File: src/verilog/setpoint_defines.vh
// Overview of operation
// - Permanent acceptance writes a received setpoint into the non-volatile store
// - Stored values survive restart, mode and heat/cool change; absolute kept per slot
// - Relative mode never reports the shifted basic setpoint back onto the bus
// - Absolute mode may send the resulting setpoint when transmit is permitted
// - Temporary acceptance drops the value on restart, mode or heat/cool switch
// - After restart with permanent acceptance objects stay empty until a telegram
// - Relative mode keeps the deadband in the non-volatile store always; here it sits only in the deadband register, which presetn resets
// - Shift step width is selectable as 0.1 K or 0.5 K
// - Every shift request is refused under absolute presetting
// - Shift offsets basic setpoint; limited by heat above and frost below
// - Without persistence the shift clears on mode, heat/cool or basic change
// - With persistence the shift survives mode, heat/cool and basic changes
// - Shift lives in volatile storage only and clears on any restart
// - Frost and heat protection setpoints never move with the shift
// - A one-byte signed shift request jumps straight to that step count
// - A request beyond a limit is clamped and the feedback shows the limit
// - Shift counter counts up per positive step, down per negative step
// - Send setpoint once it moved by the set delta; zero disables
// - Send setpoint every 1 to 255 minutes; zero disables
// - After restart or reprogramming load and send the current setpoint
// - Relative comfort heat and cool derive from basic setpoint and deadband
/*
  Register offsets, field positions and timing constants of the setpoint block.
  Temperatures are signed 16-bit values in 0.1 K units. Assumes a 200 MHz pclk.
*/
`ifndef SETPOINT_DEFINES_VH
`define SETPOINT_DEFINES_VH
// ****************************************
// Register map (byte addresses)
// ****************************************
`define A_CTRL 12'h000
`define A_BASIC 12'h004
`define A_FROST 12'h008
`define A_HEAT 12'h00c
`define A_DEADBAND 12'h010
`define A_TXCFG 12'h014
`define A_EVENT 12'h018
`define A_RXSET 12'h01c
`define A_RXSHIFT 12'h020
`define A_STEP 12'h024
`define A_STATUS 12'h028
`define A_ACTIVE 12'h02c
`define A_COMFORT 12'h030
`define A_OBJSET 12'h034
// ****************************************
// Field positions
// ****************************************
`define C_ABS 0
`define C_PERM 1
`define C_PERSIST 2
`define C_HALF 3
`define C_ASYM 4
`define C_TXPERMIT 5
`define E_MODE 0
`define E_HC 1
`define E_RESTART 2
`define E_REPROG 3
`define E_MODE_LO 4
`define E_MODE_HI 5
`define E_HCVAL 6
`define S_UP 0
`define S_DOWN 1
// ****************************************
// Reset values and constants
// ****************************************
`define R_CTRL 8'h00
`define R_BASIC 16'h00d2
`define R_FROST 16'h0046
`define R_HEAT 16'h015e
`define R_DEADBAND 16'h0014
`define STEP_FINE 16'h0001
`define STEP_HALF 16'h0005
`define DIV5_MUL 32'h000000cd
`define LIM_POS 16'h007f
`define LIM_NEG 16'h0080
`define MINUTE_S 64'h000000000000003c
`define CLK_HZ 64'h000000000bebc200
`endif

File: src/verilog/setpoint_shift_store_transmit.v
/*
  Setpoint store, basic setpoint shift and setpoint transmission, as an APB slave.
  Assumes telegram reception is decoded elsewhere and written into the RX registers,
  and that the setpoint output pulse is turned into a bus telegram elsewhere.
*/
// Chosen here: the register addresses and the APB register port.
`timescale 1ns/1ps
`include "setpoint_defines.vh"
module setpoint_shift_store_transmit #(
  parameter [33:0] minute_cycles = 34'h2cb417800
) (
  input wire pclk,
  input wire presetn,
  input wire psel,
  input wire penable,
  input wire pwrite,
  input wire [11:0] paddr,
  input wire [31:0] pwdata,
  output reg [31:0] prdata,
  output reg pready,
  output reg pslverr,
  output reg setpoint_tx,
  output reg [15:0] setpoint_value,
  output reg shift_tx,
  output reg [7:0] shift_value,
  output reg nvm_write
);
  // ****************************************
  // Configuration and state
  // ****************************************
  reg [7:0] ctrl;
  reg [15:0] cfg_basic;
  reg [15:0] frost;
  reg [15:0] heat;
  reg [15:0] deadband;
  reg [15:0] txcfg;
  reg [1:0] mode;
  reg hc;
  reg [15:0] nv_basic;
  reg nv_ok;
  reg [15:0] nv_abs [0:7];
  reg [7:0] nv_abs_ok;
  reg [15:0] tmp_val;
  reg tmp_ok;
  reg obj_valid;
  reg [7:0] shift;
  reg [15:0] last_sent;
  reg [33:0] min_cnt;
  reg [7:0] cyc_cnt;
  reg tx_req;
  integer i;

  wire is_abs = ctrl[`C_ABS];
  wire perm = ctrl[`C_PERM];
  wire persist = ctrl[`C_PERSIST];
  wire half = ctrl[`C_HALF];
  wire [2:0] slot = {mode, hc};

  // ****************************************
  // Setpoint derivation
  // ****************************************
  // Initial value unless a telegram replaced it, permanently or for now
  // A stored value replaces the configured one, so a dropped temporary value
  // falls back to whatever the store holds
  wire [15:0] rel_init = nv_ok ? nv_basic : cfg_basic;
  wire [15:0] abs_init = nv_abs_ok[slot] ? nv_abs[slot] : cfg_basic;
  wire [15:0] rel_src = perm ? rel_init :
    (tmp_ok ? tmp_val : rel_init);
  wire [15:0] abs_src = perm ? abs_init :
    (tmp_ok ? tmp_val : abs_init);
  wire [15:0] shift_x = {{8{shift[7]}}, shift};
  wire [15:0] step_w = half ? `STEP_HALF : `STEP_FINE;
  // Low half of the product is the signed offset in 0.1 K units
  wire [31:0] shift_p = shift_x * step_w;
  wire [15:0] shift_k = shift_p[15:0];
  wire [15:0] eff_basic = rel_src + shift_k;
  wire [15:0] db_half = {deadband[15], deadband[15:1]};
  wire [15:0] comf_heat = ctrl[`C_ASYM] ? eff_basic : eff_basic - db_half;
  wire [15:0] comf_cool = ctrl[`C_ASYM] ? eff_basic + deadband :
    eff_basic + db_half;
  wire [15:0] active = is_abs ? abs_src : (hc ? comf_cool : comf_heat);

  // ****************************************
  // Shift limits
  // ****************************************
  // Limits are measured from the unshifted basic; protection values stay put
  wire [15:0] head_up = heat - rel_src;
  wire [15:0] head_dn = rel_src - frost;
  wire [15:0] lim_up;
  wire [15:0] lim_dn;
  shift_limit #(
    .cap(`LIM_POS)
  ) shift_limit_up (
    .headroom(head_up),
    .half(half),
    .limit(lim_up)
  );
  shift_limit #(
    .cap(`LIM_NEG)
  ) shift_limit_dn (
    .headroom(head_dn),
    .half(half),
    .limit(lim_dn)
  );
  wire [15:0] neg_dn = 16'h0000 - lim_dn;

  // ****************************************
  // APB access decode
  // ****************************************
  wire acc = psel & penable & pready;
  wire wr = acc & pwrite;
  wire w_ctrl = wr & (paddr == `A_CTRL);
  wire w_basic = wr & (paddr == `A_BASIC);
  wire w_frost = wr & (paddr == `A_FROST);
  wire w_heat = wr & (paddr == `A_HEAT);
  wire w_deadband = wr & (paddr == `A_DEADBAND);
  wire w_txcfg = wr & (paddr == `A_TXCFG);
  wire w_event = wr & (paddr == `A_EVENT);
  wire w_rxset = wr & (paddr == `A_RXSET);
  wire w_rxshift = wr & (paddr == `A_RXSHIFT);
  wire w_step = wr & (paddr == `A_STEP);
  wire ev_mode = w_event & pwdata[`E_MODE];
  wire ev_hc = w_event & pwdata[`E_HC];
  wire ev_restart = w_event & pwdata[`E_RESTART];
  wire ev_reprog = w_event & pwdata[`E_REPROG];
  wire [15:0] rx_val = pwdata[15:0];
  wire [15:0] rq_x = {{8{pwdata[7]}}, pwdata[7:0]};

  reg mapped;
  reg [31:0] rdata;
  always @* begin
    mapped = 1'b1;
    rdata = 32'h00000000;
    case (paddr)
      `A_CTRL: rdata = {24'h000000, ctrl};
      `A_BASIC: rdata = {16'h0000, cfg_basic};
      `A_FROST: rdata = {16'h0000, frost};
      `A_HEAT: rdata = {16'h0000, heat};
      `A_DEADBAND: rdata = {16'h0000, deadband};
      `A_TXCFG: rdata = {16'h0000, txcfg};
      `A_EVENT: rdata = {25'h0000000, hc, mode, 4'h0};
      `A_RXSET: rdata = 32'h00000000;
      `A_RXSHIFT: rdata = {24'h000000, shift};
      `A_STEP: rdata = 32'h00000000;
      `A_STATUS: rdata = {lim_dn[7:0], lim_up[7:0], 5'h00, obj_valid, tmp_ok, nv_ok,
        shift};
      `A_ACTIVE: rdata = {16'h0000, active};
      `A_COMFORT: rdata = {comf_cool, comf_heat};
      // Object view stays empty until a telegram was accepted after restart
      `A_OBJSET: rdata = obj_valid ? {16'h0000, is_abs ? abs_src : rel_src} :
        32'h00000000;
      default: mapped = 1'b0;
    endcase
  end

  // Zero wait states: pready rises in the access phase of every transfer
  always @(posedge pclk or negedge presetn) begin
    if (!presetn) begin
      pready <= 1'b0;
      prdata <= 32'h00000000;
      pslverr <= 1'b0;
    end else begin
      pready <= psel & ~penable;
      if (psel & ~penable) begin
        prdata <= pwrite ? 32'h00000000 : rdata;
        pslverr <= ~mapped;
      end
    end
  end

  // ****************************************
  // Configuration registers
  // ****************************************
  // Deadband is configuration and never cleared by a bus restart
  always @(posedge pclk or negedge presetn) begin
    if (!presetn) begin
      ctrl <= `R_CTRL;
      cfg_basic <= `R_BASIC;
      frost <= `R_FROST;
      heat <= `R_HEAT;
      deadband <= `R_DEADBAND;
      txcfg <= 16'h0000;
      mode <= 2'b00;
      hc <= 1'b0;
    end else begin
      if (w_ctrl)
        ctrl <= pwdata[7:0];
      if (w_basic)
        cfg_basic <= pwdata[15:0];
      if (w_frost)
        frost <= pwdata[15:0];
      if (w_heat)
        heat <= pwdata[15:0];
      if (w_deadband)
        deadband <= pwdata[15:0];
      if (w_txcfg)
        txcfg <= pwdata[15:0];
      // Mode and heating/cooling move only by event writes; they pick slot and side
      if (ev_mode)
        mode <= pwdata[`E_MODE_HI:`E_MODE_LO];
      if (ev_hc)
        hc <= pwdata[`E_HCVAL];
    end
  end

  // ****************************************
  // Setpoint store
  // ****************************************
  // The non-volatile copy is only lost on a hard reset, never on a bus restart
  always @(posedge pclk or negedge presetn) begin
    if (!presetn) begin
      nv_basic <= 16'h0000;
      nv_ok <= 1'b0;
      nv_abs_ok <= 8'h00;
      for (i = 0; i < 8; i = i + 1)
        nv_abs[i] <= 16'h0000;
      tmp_val <= 16'h0000;
      tmp_ok <= 1'b0;
      obj_valid <= 1'b0;
      nvm_write <= 1'b0;
    end else begin
      nvm_write <= 1'b0;
      if (ev_restart | ev_reprog) begin
        tmp_ok <= 1'b0;
        obj_valid <= 1'b0;
      end else if (w_rxset) begin
        obj_valid <= 1'b1;
        if (perm) begin
          // Each pulse is one write to a store of limited endurance
          nvm_write <= 1'b1;
          // Absolute values keep one slot per operating mode and heating/cooling
          if (is_abs) begin
            nv_abs[slot] <= rx_val;
            nv_abs_ok[slot] <= 1'b1;
          end else begin
            nv_basic <= rx_val;
            nv_ok <= 1'b1;
          end
        end else begin
          tmp_val <= rx_val;
          tmp_ok <= 1'b1;
        end
      end else if (ev_mode | ev_hc)
        tmp_ok <= 1'b0;
    end
  end

  // ****************************************
  // Basic setpoint shift
  // ****************************************
  // Kept only in flops: any restart starts from no shift
  wire basic_change = w_rxset & ~is_abs;
  wire [15:0] up1 = shift_x + 16'h0001;
  wire [15:0] dn1 = shift_x - 16'h0001;
  always @(posedge pclk or negedge presetn) begin
    if (!presetn) begin
      shift <= 8'h00;
      shift_tx <= 1'b0;
      shift_value <= 8'h00;
    end else begin
      shift_tx <= 1'b0;
      // Feedback object follows every clear so it never shows a stale count
      if (ev_restart | ev_reprog) begin
        shift <= 8'h00;
        shift_value <= 8'h00;
      end else if (is_abs) begin
        shift <= 8'h00;
        shift_value <= 8'h00;
      end else if ((ev_mode | ev_hc | basic_change) & ~persist) begin
        shift <= 8'h00;
        shift_value <= 8'h00;
      end else if (w_rxshift) begin
        shift_tx <= 1'b1;
        if ($signed(rq_x) > $signed(lim_up)) begin
          shift <= lim_up[7:0];
          shift_value <= lim_up[7:0];
        end else if ($signed(rq_x) < $signed(neg_dn)) begin
          shift <= neg_dn[7:0];
          shift_value <= neg_dn[7:0];
        end else begin
          shift <= pwdata[7:0];
          shift_value <= pwdata[7:0];
        end
        // Steps past a limit are dropped; only received jumps are clamped
      end else if (w_step & pwdata[`S_UP]) begin
        if ($signed(up1) <= $signed(lim_up)) begin
          shift <= up1[7:0];
          shift_value <= up1[7:0];
          shift_tx <= 1'b1;
        end
      end else if (w_step & pwdata[`S_DOWN]) begin
        if ($signed(dn1) >= $signed(neg_dn)) begin
          shift <= dn1[7:0];
          shift_value <= dn1[7:0];
          shift_tx <= 1'b1;
        end
      end
      // With persistence none of the clears above fire on mode or basic change
    end
  end

  // ****************************************
  // Setpoint transmission
  // ****************************************
  // One minute is far beyond 2^32 cycles at this rate, hence 34 bits
  wire [63:0] minute_full = `MINUTE_S * `CLK_HZ;
  wire [33:0] minute_len = (minute_cycles == 34'h000000000) ? minute_full[33:0] :
    minute_cycles;
  wire minute_tick = (min_cnt >= minute_len - 34'h000000001);
  wire [7:0] tx_delta = txcfg[7:0];
  wire [7:0] tx_period = txcfg[15:8];
  // Delta is taken against the value last sent, so slow drift still ends in a send
  wire [15:0] diff = active - last_sent;
  wire [15:0] mag = diff[15] ? (16'h0000 - diff) : diff;
  wire delta_hit = (tx_delta != 8'h00) & (mag >= {8'h00, tx_delta});
  wire cyc_hit = (tx_period != 8'h00) & minute_tick &
    (cyc_cnt + 8'h01 >= tx_period);
  // Only the active setpoint goes out; the shifted basic is never echoed
  wire abs_echo = w_rxset & is_abs & ctrl[`C_TXPERMIT];

  always @(posedge pclk or negedge presetn) begin
    if (!presetn) begin
      min_cnt <= 34'h000000000;
      cyc_cnt <= 8'h00;
      tx_req <= 1'b1;
      setpoint_tx <= 1'b0;
      setpoint_value <= 16'h0000;
      last_sent <= 16'h0000;
    end else begin
      setpoint_tx <= 1'b0;
      if (minute_tick)
        min_cnt <= 34'h000000000;
      else
        min_cnt <= min_cnt + 34'h000000001;
      // Cycle counter rests at zero while periodic sending is off
      if (cyc_hit | (tx_period == 8'h00))
        cyc_cnt <= 8'h00;
      else if (minute_tick)
        cyc_cnt <= cyc_cnt + 8'h01;
      // A request waits one cycle so the send carries the value the event produced
      if (ev_restart | ev_reprog | abs_echo)
        tx_req <= 1'b1;
      else if (tx_req | delta_hit | cyc_hit) begin
        tx_req <= 1'b0;
        setpoint_tx <= 1'b1;
        setpoint_value <= active;
        last_sent <= active;
      end
    end
  end
endmodule // setpoint_shift_store_transmit

// ****************************************
// Shift limit in steps
// ****************************************
// Turns protection headroom into a step count, capped at the byte range
module shift_limit #(
  parameter [15:0] cap = `LIM_POS
) (
  input wire [15:0] headroom,
  input wire half,
  output wire [15:0] limit
);
  // Division by five by multiply and shift; exact while the headroom stays
  // below 102.4 K, which the protection range never exceeds.
  wire [31:0] prod = {16'h0000, headroom} * `DIV5_MUL;
  // A protection value on the wrong side of the basic leaves no headroom
  wire none_left = headroom[15] | (headroom == 16'h0000);
  wire [15:0] raw = none_left ? 16'h0000 : (half ? prod[25:10] : headroom);
  assign limit = (raw > cap) ? cap : raw;
endmodule // shift_limit
File: config.mk
export PLATFORM = sky130hd
export DESIGN_NAME = setpoint_shift_store_transmit
export DESIGN_NICKNAME = d
export VERILOG_FILES = /design/src/verilog/setpoint_shift_store_transmit.v
export VERILOG_INCLUDE_DIRS = /design/src /design/src/verilog
export SDC_FILE = /design/constraint.sdc
export NUM_CORES = 1
export LEC_CHECK = 0
export BUFFER_PORTS_ARGS = -buffer_cell sky130_fd_sc_hd__buf_2
export CAP_MARGIN = 20
export CORE_MARGIN = 3
export CORE_UTILIZATION = 50
export CTS_CLUSTER_DIAMETER = 120
export DETAILED_ROUTE_END_ITERATION = 6
export GPL_TIMING_DRIVEN = 0
export PLACE_DENSITY = 0.67
export SYNTH_ARGS = -nofsm -noshare
export SYNTH_HDL_FRONTEND = slang
export SYNTH_SLANG_ARGS = --single-unit
File: constraint.sdc
create_clock -name pclk -period 20.2 [get_ports pclk]
set_input_delay 4.04 -clock pclk [delete_from_list [all_inputs] [get_ports pclk]]
set_output_delay 4.04 -clock pclk [all_outputs]
set_load 0.005 [all_outputs]
# Yosys cells after proc, flatten, opt, wreduce, memory -nomap -nowiden
# Index checks and enable logic that the tools add are counted.
[totals]
output_inout_bits = 61
input_bits = 49
elab_cells = 210
reg_bits = 366
[classes]
n_eq_ne = 15
add_sub_neg = 13
n_reduce_logical = 21
magnitude_cmp = 13
multipliers = 3
bitwise_logic = 45
muxes = 67
[op_table]
columns = ["cell", "n"]
rows = [
  ["32-bit case mux with 12 select lines", 1],
  ["16-bit 2-to-1 mux", 22],
  ["128-bit bitwise mux", 1],
  ["8-bit 2-to-1 mux", 12],
  ["12-bit by 6-bit equality test with 1-bit output (second input constant)", 6],
  ["16-bit subtractor", 4],
  ["16-bit adder", 3],
  ["16-bit binary-select mux with 3-bit select", 1],
  ["16-bit demux with 3-bit select", 1],
  ["12-bit by 5-bit equality test with 1-bit output (second input constant)", 4],
  ["16-bit by 8-bit multiplier with 24-bit output (second input constant)", 2],
  ["34-bit by 1-bit adder with 34-bit output (second input constant)", 1],
  ["34-bit >= comparator (second input constant)", 1],
  ["34-bit 2-to-1 mux", 1],
  ["16-bit zero test", 2],
  ["32-bit 2-to-1 mux", 1],
  ["1-bit by 16-bit subtractor with 16-bit output (first input constant)", 2],
  ["1-bit AND", 27],
  ["12-bit by 4-bit equality test with 1-bit output (second input constant)", 2],
  ["1-bit 2-to-1 mux", 24],
  ["16-bit by 8-bit >= comparator with 1-bit output", 1],
  ["9-bit by 16-bit >= comparator with 1-bit output", 1],
  ["16-bit by 7-bit > comparator with 1-bit output (second input constant)", 1],
  ["16-bit by 8-bit > comparator with 1-bit output (second input constant)", 1],
  ["other kinds (33)", 55],
]

# Depth between registers and ports, before layout
# Gate-level depths: netlist of run 1.
[depth]
word_depth = 18
depth_mapped = 55
ltp_nobuf = 49

# By module
# From an unflattened synthesis of run 1, not the netlist that was laid out.
[hier_totals]
hier_cells = 3407
hier_area_um2 = 31541.5
[modules_own_cells]
columns = ["mod", "seq_area_each_um2", "cells_each", "area_each_um2", "instances"]
rows = [
  ["setpoint_shift_store_transmit", 9178.8, 2626, 25280.5, 1],
  ["shift_limit at shift_limit_dn", 0.0, 413, 3276.9, 1],
  ["shift_limit at shift_limit_up", 0.0, 368, 2984.1, 1],
]

# Least setup slack after synthesis of run 1
# OpenSTA, ideal clock, no wires.
[synth_timing]
path_type = "reg2reg"
from = "reg ctrl[1]"
to = "reg shift[3]"
t_arrival_ns = 10.644
required_ns = 20.127
period_less_slack_ns = 10.718
path_slack_ns = 9.482
setup_time_ns = 0.073
path_stages_with_launch = 49
n_path_buf = 4
path_cell_list = "dfrtp_1 > nor2b_1 > clkbuf_1 > buf_1 > o21a_1 > ha_1 > inv_1 > fa_1 > nand3_1 > nand2_1 > a21o_1 > a21oi_1 > xnor2_1 > ha_1 > inv_1 > fa_1 > inv_1 > fa_1 > [13 not listed] > clkbuf_1 > nand2_1 > ha_1 > clkbuf_1 > nand2_1 > nor2_1 > o31ai_1 > ha_1 > a21o_1 > a21oi_1 > o21ai_0 > a211o_1 > a211oi_2 > nor3_4 > mux2_4 > mux2_4 > a211o_1 > a21oi_2"
[synth_between]
elab_chain_len = 15
elab_cells_between_ends = 31
cone_classes = "add/sub (3); mul (2); order compare (6); eq/ne (1); mux (13); bitwise (2); reduce/logical (4)"
[synth_rtl]
columns = ["element", "line_no", "text"]
rows = [
  ["start, declared", "setpoint_shift_store_transmit.v:31", "reg [7:0] ctrl;"],
  ["start signal, assigned", "setpoint_shift_store_transmit.v:177", "ctrl <= `R_CTRL;"],
  ["start signal, assigned", "setpoint_shift_store_transmit.v:187", "ctrl <= pwdata[7:0];"],
  ["16-bit 2-to-1 mux (*)", "setpoint_shift_store_transmit.v:67", "wire [15:0] rel_src = perm ? rel_init :"],
  ["16-bit subtractor", "setpoint_shift_store_transmit.v:88", "wire [15:0] head_dn = rel_src - frost;"],
  ["16-bit by 8-bit multiplier with 24-bit output (no source line) or 16-bit zero test (tied branches)", "--", ""],
  ["16-bit 2-to-1 mux or 1-bit OR (tied branches)", "setpoint_shift_store_transmit.v:369, setpoint_shift_store_transmit.v:368", ""],
  ["16-bit 2-to-1 mux", "setpoint_shift_store_transmit.v:369", "wire [15:0] raw = none_left ? 16'h0000 : (half ? prod[25:10] : headroom);"],
  ["16-bit by 8-bit > comparator with 1-bit output", "setpoint_shift_store_transmit.v:370", "assign limit = (raw > cap) ? cap : raw;"],
  ["16-bit 2-to-1 mux", "setpoint_shift_store_transmit.v:370", ""],
  ["1-bit by 16-bit subtractor with 16-bit output", "setpoint_shift_store_transmit.v:105", "wire [15:0] neg_dn = 16'h0000 - lim_dn;"],
  ["8-bit by 16-bit < comparator with 1-bit output", "setpoint_shift_store_transmit.v:277", "end else if ($signed(rq_x) < $signed(neg_dn)) begin"],
  ["8-bit 2-to-1 mux", "setpoint_shift_store_transmit.v:277", ""],
  ["8-bit 2-to-1 mux", "setpoint_shift_store_transmit.v:274", "if ($signed(rq_x) > $signed(lim_up)) begin"],
  ["8-bit 2-to-1 mux", "setpoint_shift_store_transmit.v:272", "end else if (w_rxshift) begin"],
  ["8-bit 2-to-1 mux", "setpoint_shift_store_transmit.v:269", "end else if ((ev_mode | ev_hc | basic_change) & ~persist) begin"],
  ["8-bit 2-to-1 mux", "setpoint_shift_store_transmit.v:266", "end else if (is_abs) begin"],
  ["8-bit 2-to-1 mux", "setpoint_shift_store_transmit.v:263", "if (ev_restart | ev_reprog) begin"],
  ["end signal, assigned", "setpoint_shift_store_transmit.v:275", "shift <= lim_up[7:0];"],
  ["end signal, assigned", "setpoint_shift_store_transmit.v:278", "shift <= neg_dn[7:0];"],
  ["end signal, assigned", "setpoint_shift_store_transmit.v:281", "shift <= pwdata[7:0];"],
  ["end, declared", "setpoint_shift_store_transmit.v:46", "reg [7:0] shift;"],
]
# Every way passes the cells marked *; elsewhere a longest branch is shown, timed or not.
# A chain may end at the register's enable or synchronous reset.

# Final worst setup path of run 1
[layout_timing]
from = "reg nv_ok"
to = "reg shift[3]"
[layout_between]
elab_chain_len = 17
elab_cells_between_ends = 33
cone_classes = "add/sub (3); mul (2); order compare (6); eq/ne (1); mux (15); bitwise (2); reduce/logical (4)"
[layout_rtl]
columns = ["element", "line_no", "text"]
rows = [
  ["start, declared", "setpoint_shift_store_transmit.v:40", "reg nv_ok;"],
  ["start signal, assigned", "setpoint_shift_store_transmit.v:213", "nv_ok <= 1'b0;"],
  ["start signal, assigned", "setpoint_shift_store_transmit.v:237", "nv_ok <= 1'b1;"],
  ["16-bit 2-to-1 mux (*)", "setpoint_shift_store_transmit.v:65", "wire [15:0] rel_init = nv_ok ? nv_basic : cfg_basic;"],
  ["16-bit 2-to-1 mux", "setpoint_shift_store_transmit.v:68", "(tmp_ok ? tmp_val : rel_init);"],
  ["16-bit 2-to-1 mux (*)", "setpoint_shift_store_transmit.v:67", ""],
  ["16-bit subtractor", "setpoint_shift_store_transmit.v:88", ""],
  ["16-bit by 8-bit multiplier with 24-bit output (no source line) or 16-bit zero test (tied branches)", "--", ""],
  ["16-bit 2-to-1 mux or 1-bit OR (tied branches)", "setpoint_shift_store_transmit.v:369, setpoint_shift_store_transmit.v:368", ""],
  ["16-bit 2-to-1 mux", "setpoint_shift_store_transmit.v:369", ""],
  ["16-bit by 8-bit > comparator with 1-bit output", "setpoint_shift_store_transmit.v:370", ""],
  ["16-bit 2-to-1 mux", "setpoint_shift_store_transmit.v:370", ""],
  ["1-bit by 16-bit subtractor with 16-bit output", "setpoint_shift_store_transmit.v:105", ""],
  ["8-bit by 16-bit < comparator with 1-bit output", "setpoint_shift_store_transmit.v:277", ""],
  ["8-bit 2-to-1 mux", "setpoint_shift_store_transmit.v:277", ""],
  ["8-bit 2-to-1 mux", "setpoint_shift_store_transmit.v:274", ""],
  ["8-bit 2-to-1 mux", "setpoint_shift_store_transmit.v:272", ""],
  ["8-bit 2-to-1 mux", "setpoint_shift_store_transmit.v:269", ""],
  ["8-bit 2-to-1 mux", "setpoint_shift_store_transmit.v:266", ""],
  ["8-bit 2-to-1 mux", "setpoint_shift_store_transmit.v:263", ""],
]
# Marks and branches as above.

==> results of run 1 <==
-- synth_stat cells, types with 7 or more instances --
library cell,count
xor2_1,59
nand3_1,58
a21o_1,49
ha_1,331
nand4_1,53
inv_1,325
a31o_2,7
a22o_1,12
a21boi_0,24
clkbuf_1,117
nand2b_1,32
a221oi_1,27
nor2b_1,29
and2_1,17
o31ai_1,18
o21bai_1,16
buf_1,8
a211oi_1,10
or3_1,22
fa_1,86
nor2_1,177
mux2_2,224
mux2i_1,59
o21ai_1,8
o21a_1,29
nor4_1,12
nor3_1,47
and3_1,35
xnor2_1,81
a31oi_1,18
mux2_1,8
dfrtp_1,350
o211ai_1,37
a21oi_1,106
o21ai_0,187
a222oi_1,7
dfstp_2,16
or2_2,17
a22oi_1,108
nand2_1,255
-- worst max-delay path, delay by kind of cell (launching register included) --
| family | cells | cell delay [ps] |
|---|---|---|
| AND/OR/NAND/NOR | 8 | 1260 |
| adder cells (fa/ha/maj) | 8 | 3380 |
| flip-flops | 1 | 320 |
| multiplexers | 3 | 840 |
| AO/OA/AOI/OAI | 17 | 5430 |
| buffers and inverters | 9 | 1850 |
| XOR/XNOR | 1 | 460 |
-- cells in the final DEF, fill, tap and decap left out, types with 49 or more instances in the layout --
cell      count
xnor2_1      81
buf_2       100
clkbuf_1    121
fa_1         86
inv_1       325
mux2_2      224
a21oi_1     106
o21ai_0     184
nand4_1      53
a22oi_1     108
nand2_1     255
mux2i_1      59
nand3_1      58
dfrtp_1     350
nor2_1      177
ha_1        331
a21o_1       49
xor2_1       59
-- per-stage QoR --
step	worst slack [ps]	util [%]	cell area (µm²)
after floorplan	9480	-	30300
after global placement	6980	53.4	31700
after detailed placement	6870	53.7	31900
after CTS	6670	56.4	33500
after global routing	5970	56.4	33500
final	6560	56.4	33600
-- final timing paths --
path                               from            end  slack, ps
setup / recovery                  nv_ok       shift[3]       6560
hold reg to reg            nv_abs_ok[0]   nv_abs_ok[0]        460
hold / removal             nv_abs_ok[0]   nv_abs_ok[0]        460
min in group asynchronous       presetn  last_sent[12]       3280
max in group asynchronous       presetn     nv_abs[99]      15520
setup reg to reg                  nv_ok       shift[3]       6560
-- sequential cells by signal (all words and copies together), names as in the netlist, 2 cells and up --
register,cells
nv_abs,128
min_cnt,34
prdata,32
cfg_basic,16
deadband,16
frost,16
heat,16
last_sent,16
nv_basic,16
tmp_val,16
txcfg,16
ctrl,8
cyc_cnt,8
nv_abs_ok,8
shift,8
mode,2
-- metal layers --
metal | vias to the layer above | GRT usage [%]
li1 | 11783 | -
met1 | 13011 | 43.0
met2 | 1148 | 50.7
met3 | 275 | 5.38
met4 | 0 | 15.3
met5 | - | 0
-- layout make-up --
class / count / area share [%]
clock inverters: 24 / 1.11
well taps: 773 / 2.88
flip-flops and latches: 366 / 27.4
diodes: 3 / 0.0224
clock buffers: 56 / 3.62
inverters: 327 / 3.66
plain buffers: 135 / 1.63
repair buffers: 111 / 1.96
multi-input cells: 2405 / 57.8
-- power by group through the flow --
stage | registers [mW] | clock network (mW) | logic (mW)
final | 0.739 | 0.874 | 0.213
after global routing | 0.739 | 0.911 | 0.232
after CTS | 0.739 | 0.884 | 0.210
after detailed placement | 0.753 | 0 | 0.207
after global placement | 0.753 | 0 | 0.199
after floorplan | 0.752 | 0 | 0.135
-- cell families (layout without fill, tap and decap cells) --
family                     count (synthesis)  after routing  synth area share [%]
muxes                                    294            294                  10.8
DFF                                      366            366                  30.3
buffers and inverters                    462            653                  5.86
AOI/OAI and AO/OA                        739            739                  16.6
other                                      1             21                0.0124
adders and majority gates                417            417                  19.4
xor gates and xnor gates                 141            141                  4.11
and+or+nand+nor                          796            796                  12.9
==> metrics.txt, run 1 <==
status=completed; met2 WL=46300 µm; cts repair resizes=0; Final Hold Fails=0; Syn Area/Cell=9.40 µm²; #FFs+latches synth=366; Post-DRT Antenna Nets=0; Slew @ Worst Pin=1160 ps; worst stage delay on the critical path=920 ps; fmax=73.3 MHz; initial drt markers=2624; area occupied by multi-input gates=19400 µm²; area grow syn2layout=10.9%; sequential power share=40.5%; Placer Congestion=1.02; IO Count=110; Slew Limit Fails=0; Vias=26217; EDFF count, synth=0; CTS H-Tree Depth=2; Critical Path RT=20700 ps; Placed Cells=4111; Sinks on Clock Net=366; met3 wire length=7920 µm; clk root buf=clkbuf_16; final std cells w/o fill=4200; Die Area=63500 µm²; Main synth FF type=dfrtp_1; synthesized instance count=3216; clock skew=42.9 ps; Sw Share=26.8%; Post-Route M1 WL=42900 µm; clock transition at the registers of the reported paths=60 ps; total CTS buffers=43; CP arrival=14140 ps; vias in the first global route=25889; share of cells above drive strength 1=14.6%; ys async rst share=100%; critical path fanouts, max=10; clock share of power=47.8%; Hold Slack=465 ps; Setup Total Neg Slack=0 ps; drc violations=0; worst hold stages=1; Initial Util=50.9%; distinct cell type count after synthesis=102; post-synth top area share=29.0%; Pint=1.34 mW; Setup violations, final=0; Total Wirelength=103000 µm; number of buffers added on ports=92; pin count of the biggest net entering global routing=132; crit path kind=flip-flop to flip-flop; Die Wd=252 µm; Detailed Place HPWL=80300 µm; Power per Cell Area=54.4 nW/µm²; Layout Nets=3855; Post-Syn Area=30200 µm²; core area=59500 µm²; die height=252 µm; biggest area consumer among synthesized cells=dfrtp_1; Rel. slew slack=22.1%; total grt overflow=0; TritonCTS clock tree=yes; RSZ-0062 raised after global routing=false; initial antenna violation count=2; Pre-antenna DRT Iters=6; GRT Total Usage=32.0%; Filler Cell Count=5237; Leak=16.7 nW; startpoint types=flip-flop; Reg area=9180 µm²; Tot Pwr=1.83 mW; Top Layer Used=met4; max_cap viols=0; Final min period=13640 ps; Worst Reg2Reg Path Length in Cells=46; final period utilization=67.5%; CP endpoint kind=flip-flop; Hold Crit Class=flip-flop to flip-flop; Comb power frac=11.7%; Slowest-stage cell, CP=o21ai_0; vias per cell=6.24; Sw Pwr=0.489 mW; number of synthesis warnings=0; Post-CTS Setup Repair Bufs=0; Post-CTS Hold Buffers=0; Clock Tree Buf Depth=3; drt wl/cell=24.4 µm; post-synthesis sequential area ratio=30.3%; first-pass GRT wire length=156000 µm; synth top area cells=dfrtp_1 29%, ha_1 14%, mux2_2 8.3%; Skew-Pair Late Insertion Delay=610 ps; row count=89; worst vdd ir=0.0626 mV
(Power assumes the default switching activity.)
==> run 2: changes to the inputs <==
--- a/config.mk
+++ b/config.mk
@@ -13,7 +13,7 @@
 export CTS_CLUSTER_DIAMETER = 120
 export DETAILED_ROUTE_END_ITERATION = 6
 export GPL_TIMING_DRIVEN = 0
-export PLACE_DENSITY = 0.67
+export PLACE_DENSITY = 0.69
 export SYNTH_ARGS = -nofsm -noshare
 export SYNTH_HDL_FRONTEND = slang
 export SYNTH_SLANG_ARGS = --single-unit
==> constraint.sdc (replaced) <==
create_clock -name pclk -period 11.1 [get_ports pclk]
set_input_delay 2.22 -clock pclk [delete_from_list [all_inputs] [get_ports pclk]]
set_output_delay 2.22 -clock pclk [all_outputs]
set_load 0.005 [all_outputs]
==> metrics.txt, run 2 (synthesis gave the netlist of run 1 again) <==
number of buffers added on ports=92 (unchanged); Total Wirelength=97700 µm (was 103000 µm); row count=89 (unchanged); critical path fanouts, max=10 (unchanged); pin count of the biggest net entering global routing=104 (was 132); Most common cell on crit path=o21a_1; status=finished, violations left (was completed); max reg flops=128 (unchanged); clock share of power=45.7% (was 47.8%); CP endpoint kind=flip-flop (unchanged); Final Hold Fails=0 (unchanged); Critical Path RT=11650 ps (was 20700 ps); final std cells w/o fill=4222 (was 4200); max_cap viols=0 (unchanged); Slew Limit Fails=0 (unchanged); clock skew=26.8 ps (was 42.9 ps); CTS H-Tree Depth=2 (unchanged); core area=59500 µm² (unchanged); area occupied by multi-input gates=20100 µm² (was 19400 µm²); Reg area=9180 µm² (about the same); Die Wd=252 µm (unchanged); Comb power frac=11.9% (was 11.7%); final core occ=57.8% (was 56.4%); Slowest-stage cell, CP=fa_1 (was o21ai_0); fmax=92.3 MHz (was 73.3 MHz); Leak=17.0 nW (was 16.7 nW); Final min period=10830 ps (was 13640 ps); Sw Pwr=0.867 mW (was 0.489 mW); Pre-antenna DRT Iters=7 (was 6); initial antenna violation count=4 (was 2); commonest cells after routing, fill and taps aside=348 x dfrtp_1, 325 x ha_1, 323 x inv_1 (was 350 x dfrtp_1, 331 x ha_1, 325 x inv_1); clock transition at the registers of the reported paths=60 ps (about the same); Placed Cells=4110 (was 4111); Setup Total Neg Slack=0 ps (unchanged); Setup violations, final=0 (unchanged); final period utilization=97.6% (was 67.5%); Post-DRT Antenna Nets=0 (unchanged); Most flops, register=nv_abs (unchanged); failing checks=DRC; Slew @ Worst Pin=1210 ps (was 1160 ps); vias in the first global route=25206 (was 25889); Post-CTS Hold Buffers=0 (unchanged); total grt overflow=0 (unchanged); worst vdd ir=0.112 mV (was 0.0626 mV); share of cells above drive strength 1=18.0% (was 14.6%); Power per Cell Area=92.2 nW/µm² (was 54.4 nW/µm²); GRT Total Usage=30.4% (was 32.0%); initial drt markers=2442 (was 2624); Initial Util=50.9% (unchanged); vias per cell=6.10 (was 6.24); crit path kind=flip-flop to flip-flop (unchanged); Die Area=63500 µm² (unchanged); Skew-Pair Late Insertion Delay=610 ps (about the same); sequential power share=42.4% (was 40.5%); worst stage delay on the critical path=530 ps (was 920 ps); Sw Share=27.3% (was 26.8%); area grow syn2layout=13.7% (was 10.9%); Detailed Place HPWL=74700 µm (was 80300 µm); Rel. slew slack=18.7% (was 22.1%); total CTS buffers=43 (unchanged); startpoint types=flip-flop (unchanged); TritonCTS clock tree=yes (unchanged); Pint=2.31 mW (was 1.34 mW); Vias=25770 (was 26217); Hold Crit Class=flip-flop to flip-flop (unchanged); Placer Congestion=1.03 (was 1.02); die height=252 µm (unchanged); commonest non-fill, non-tap cell in the layout=dfrtp_1 (unchanged); Filler Cell Count=5236 (was 5237); Layout Nets=3878 (was 3855); IO Count=110 (unchanged); Sinks on Clock Net=366 (unchanged); Tot Pwr=3.17 mW (was 1.83 mW); drc violations=8 (was 0); Clock Tree Buf Depth=3 (unchanged); drt wl/cell=23.1 µm (was 24.4 µm); clk root buf=clkbuf_16 (unchanged); CP arrival=11380 ps (was 14140 ps); first-pass GRT wire length=149000 µm (was 156000 µm); Worst R2R Setup Slack=270 ps (was 6560 ps); biggest regs=nv_abs x128, min_cnt x34, prdata x32 (unchanged); Hold Slack=467 ps (was 465 ps)
## run 2: cell count changes in the layout (fill, tap and decap cells not counted), moves of 10 or more
cell	previous run	this run
xnor2_2	0	10
o21ai_0	184	162
o21ai_1	11	22
a21oi_1	106	94
buf_4	10	45
xnor2_1	81	66
## run 2: metal layers
| layer | global-route usage, % | wire, µm |
|---|---|---|
| met1 | 39.8 | 40100 |
| met2 | 47.2 | 43500 |
| met3 | 6.58 | 8180 |
| met4 | 16.4 | 5860 |
| met5 | 0 | 16 |
## run 2: final timing paths
check,cells past startpoint,to,start
min in group asynchronous,1,prdata[2],presetn
min reg2reg,1,nv_abs_ok[4],nv_abs_ok[4]
max reg2reg,50,shift[1],tmp_ok
min,1,nv_abs_ok[4],nv_abs_ok[4]
max,50,shift[1],tmp_ok
max in group asynchronous,3,heat[3],presetn
## run 2: area by class of cell
type | instances | area share, %
Tap cell | 773 | 2.81
Sequential cell | 366 | 26.7
Inverter | 327 | 3.57
Timing Repair Buffer | 138 | 2.53
Clock inverter | 18 | 0.633
Multi-Input combinational cell | 2405 | 58.6
Antenna cell | 3 | 0.0218
Buffer | 131 | 1.68
Clock buffer | 61 | 3.50
## run 2: worst max-delay path, delay by kind of cell, from the launching register on
kind                       cells  cell delay [ps]
DFF                            1              390
xor gates and xnor gates       1              140
AOI/OAI and AO/OA             27             5100
adders and majority gates      8             2960
buffers and inverters          7              730
and+or+nand+nor                6             1150
muxes                          1              320
## run 2: what timing repair did
item,CTS,global route
endpoints found under the hold margin,0,0
buffers inserted,8,26
resized for setup,84,108
pin swaps,10,37
endpoints found under the setup margin,26,26
## run 2: power groups by stage
stage / logic [mW] / clock network, mW / registers, mW
6_report: 0.377 / 1.45 / 1.35
5_1_grt: 0.420 / 1.52 / 1.35
4_1_cts: 0.377 / 1.46 / 1.35
3_5_place_dp: 0.373 / 0 / 1.37
3_3_place_gp: 0.367 / 0 / 1.37
2_1_floorplan: 0.246 / 0 / 1.37
## run 2: metrics by stage
stage                     area (µm²)  setup slack (ps)
final                          34400               271
after global routing           34400             -97.9
after CTS                      33700              8.30
after detailed placement       31900             -2010
after global placement         31700             -1940
after floorplan                30300               382
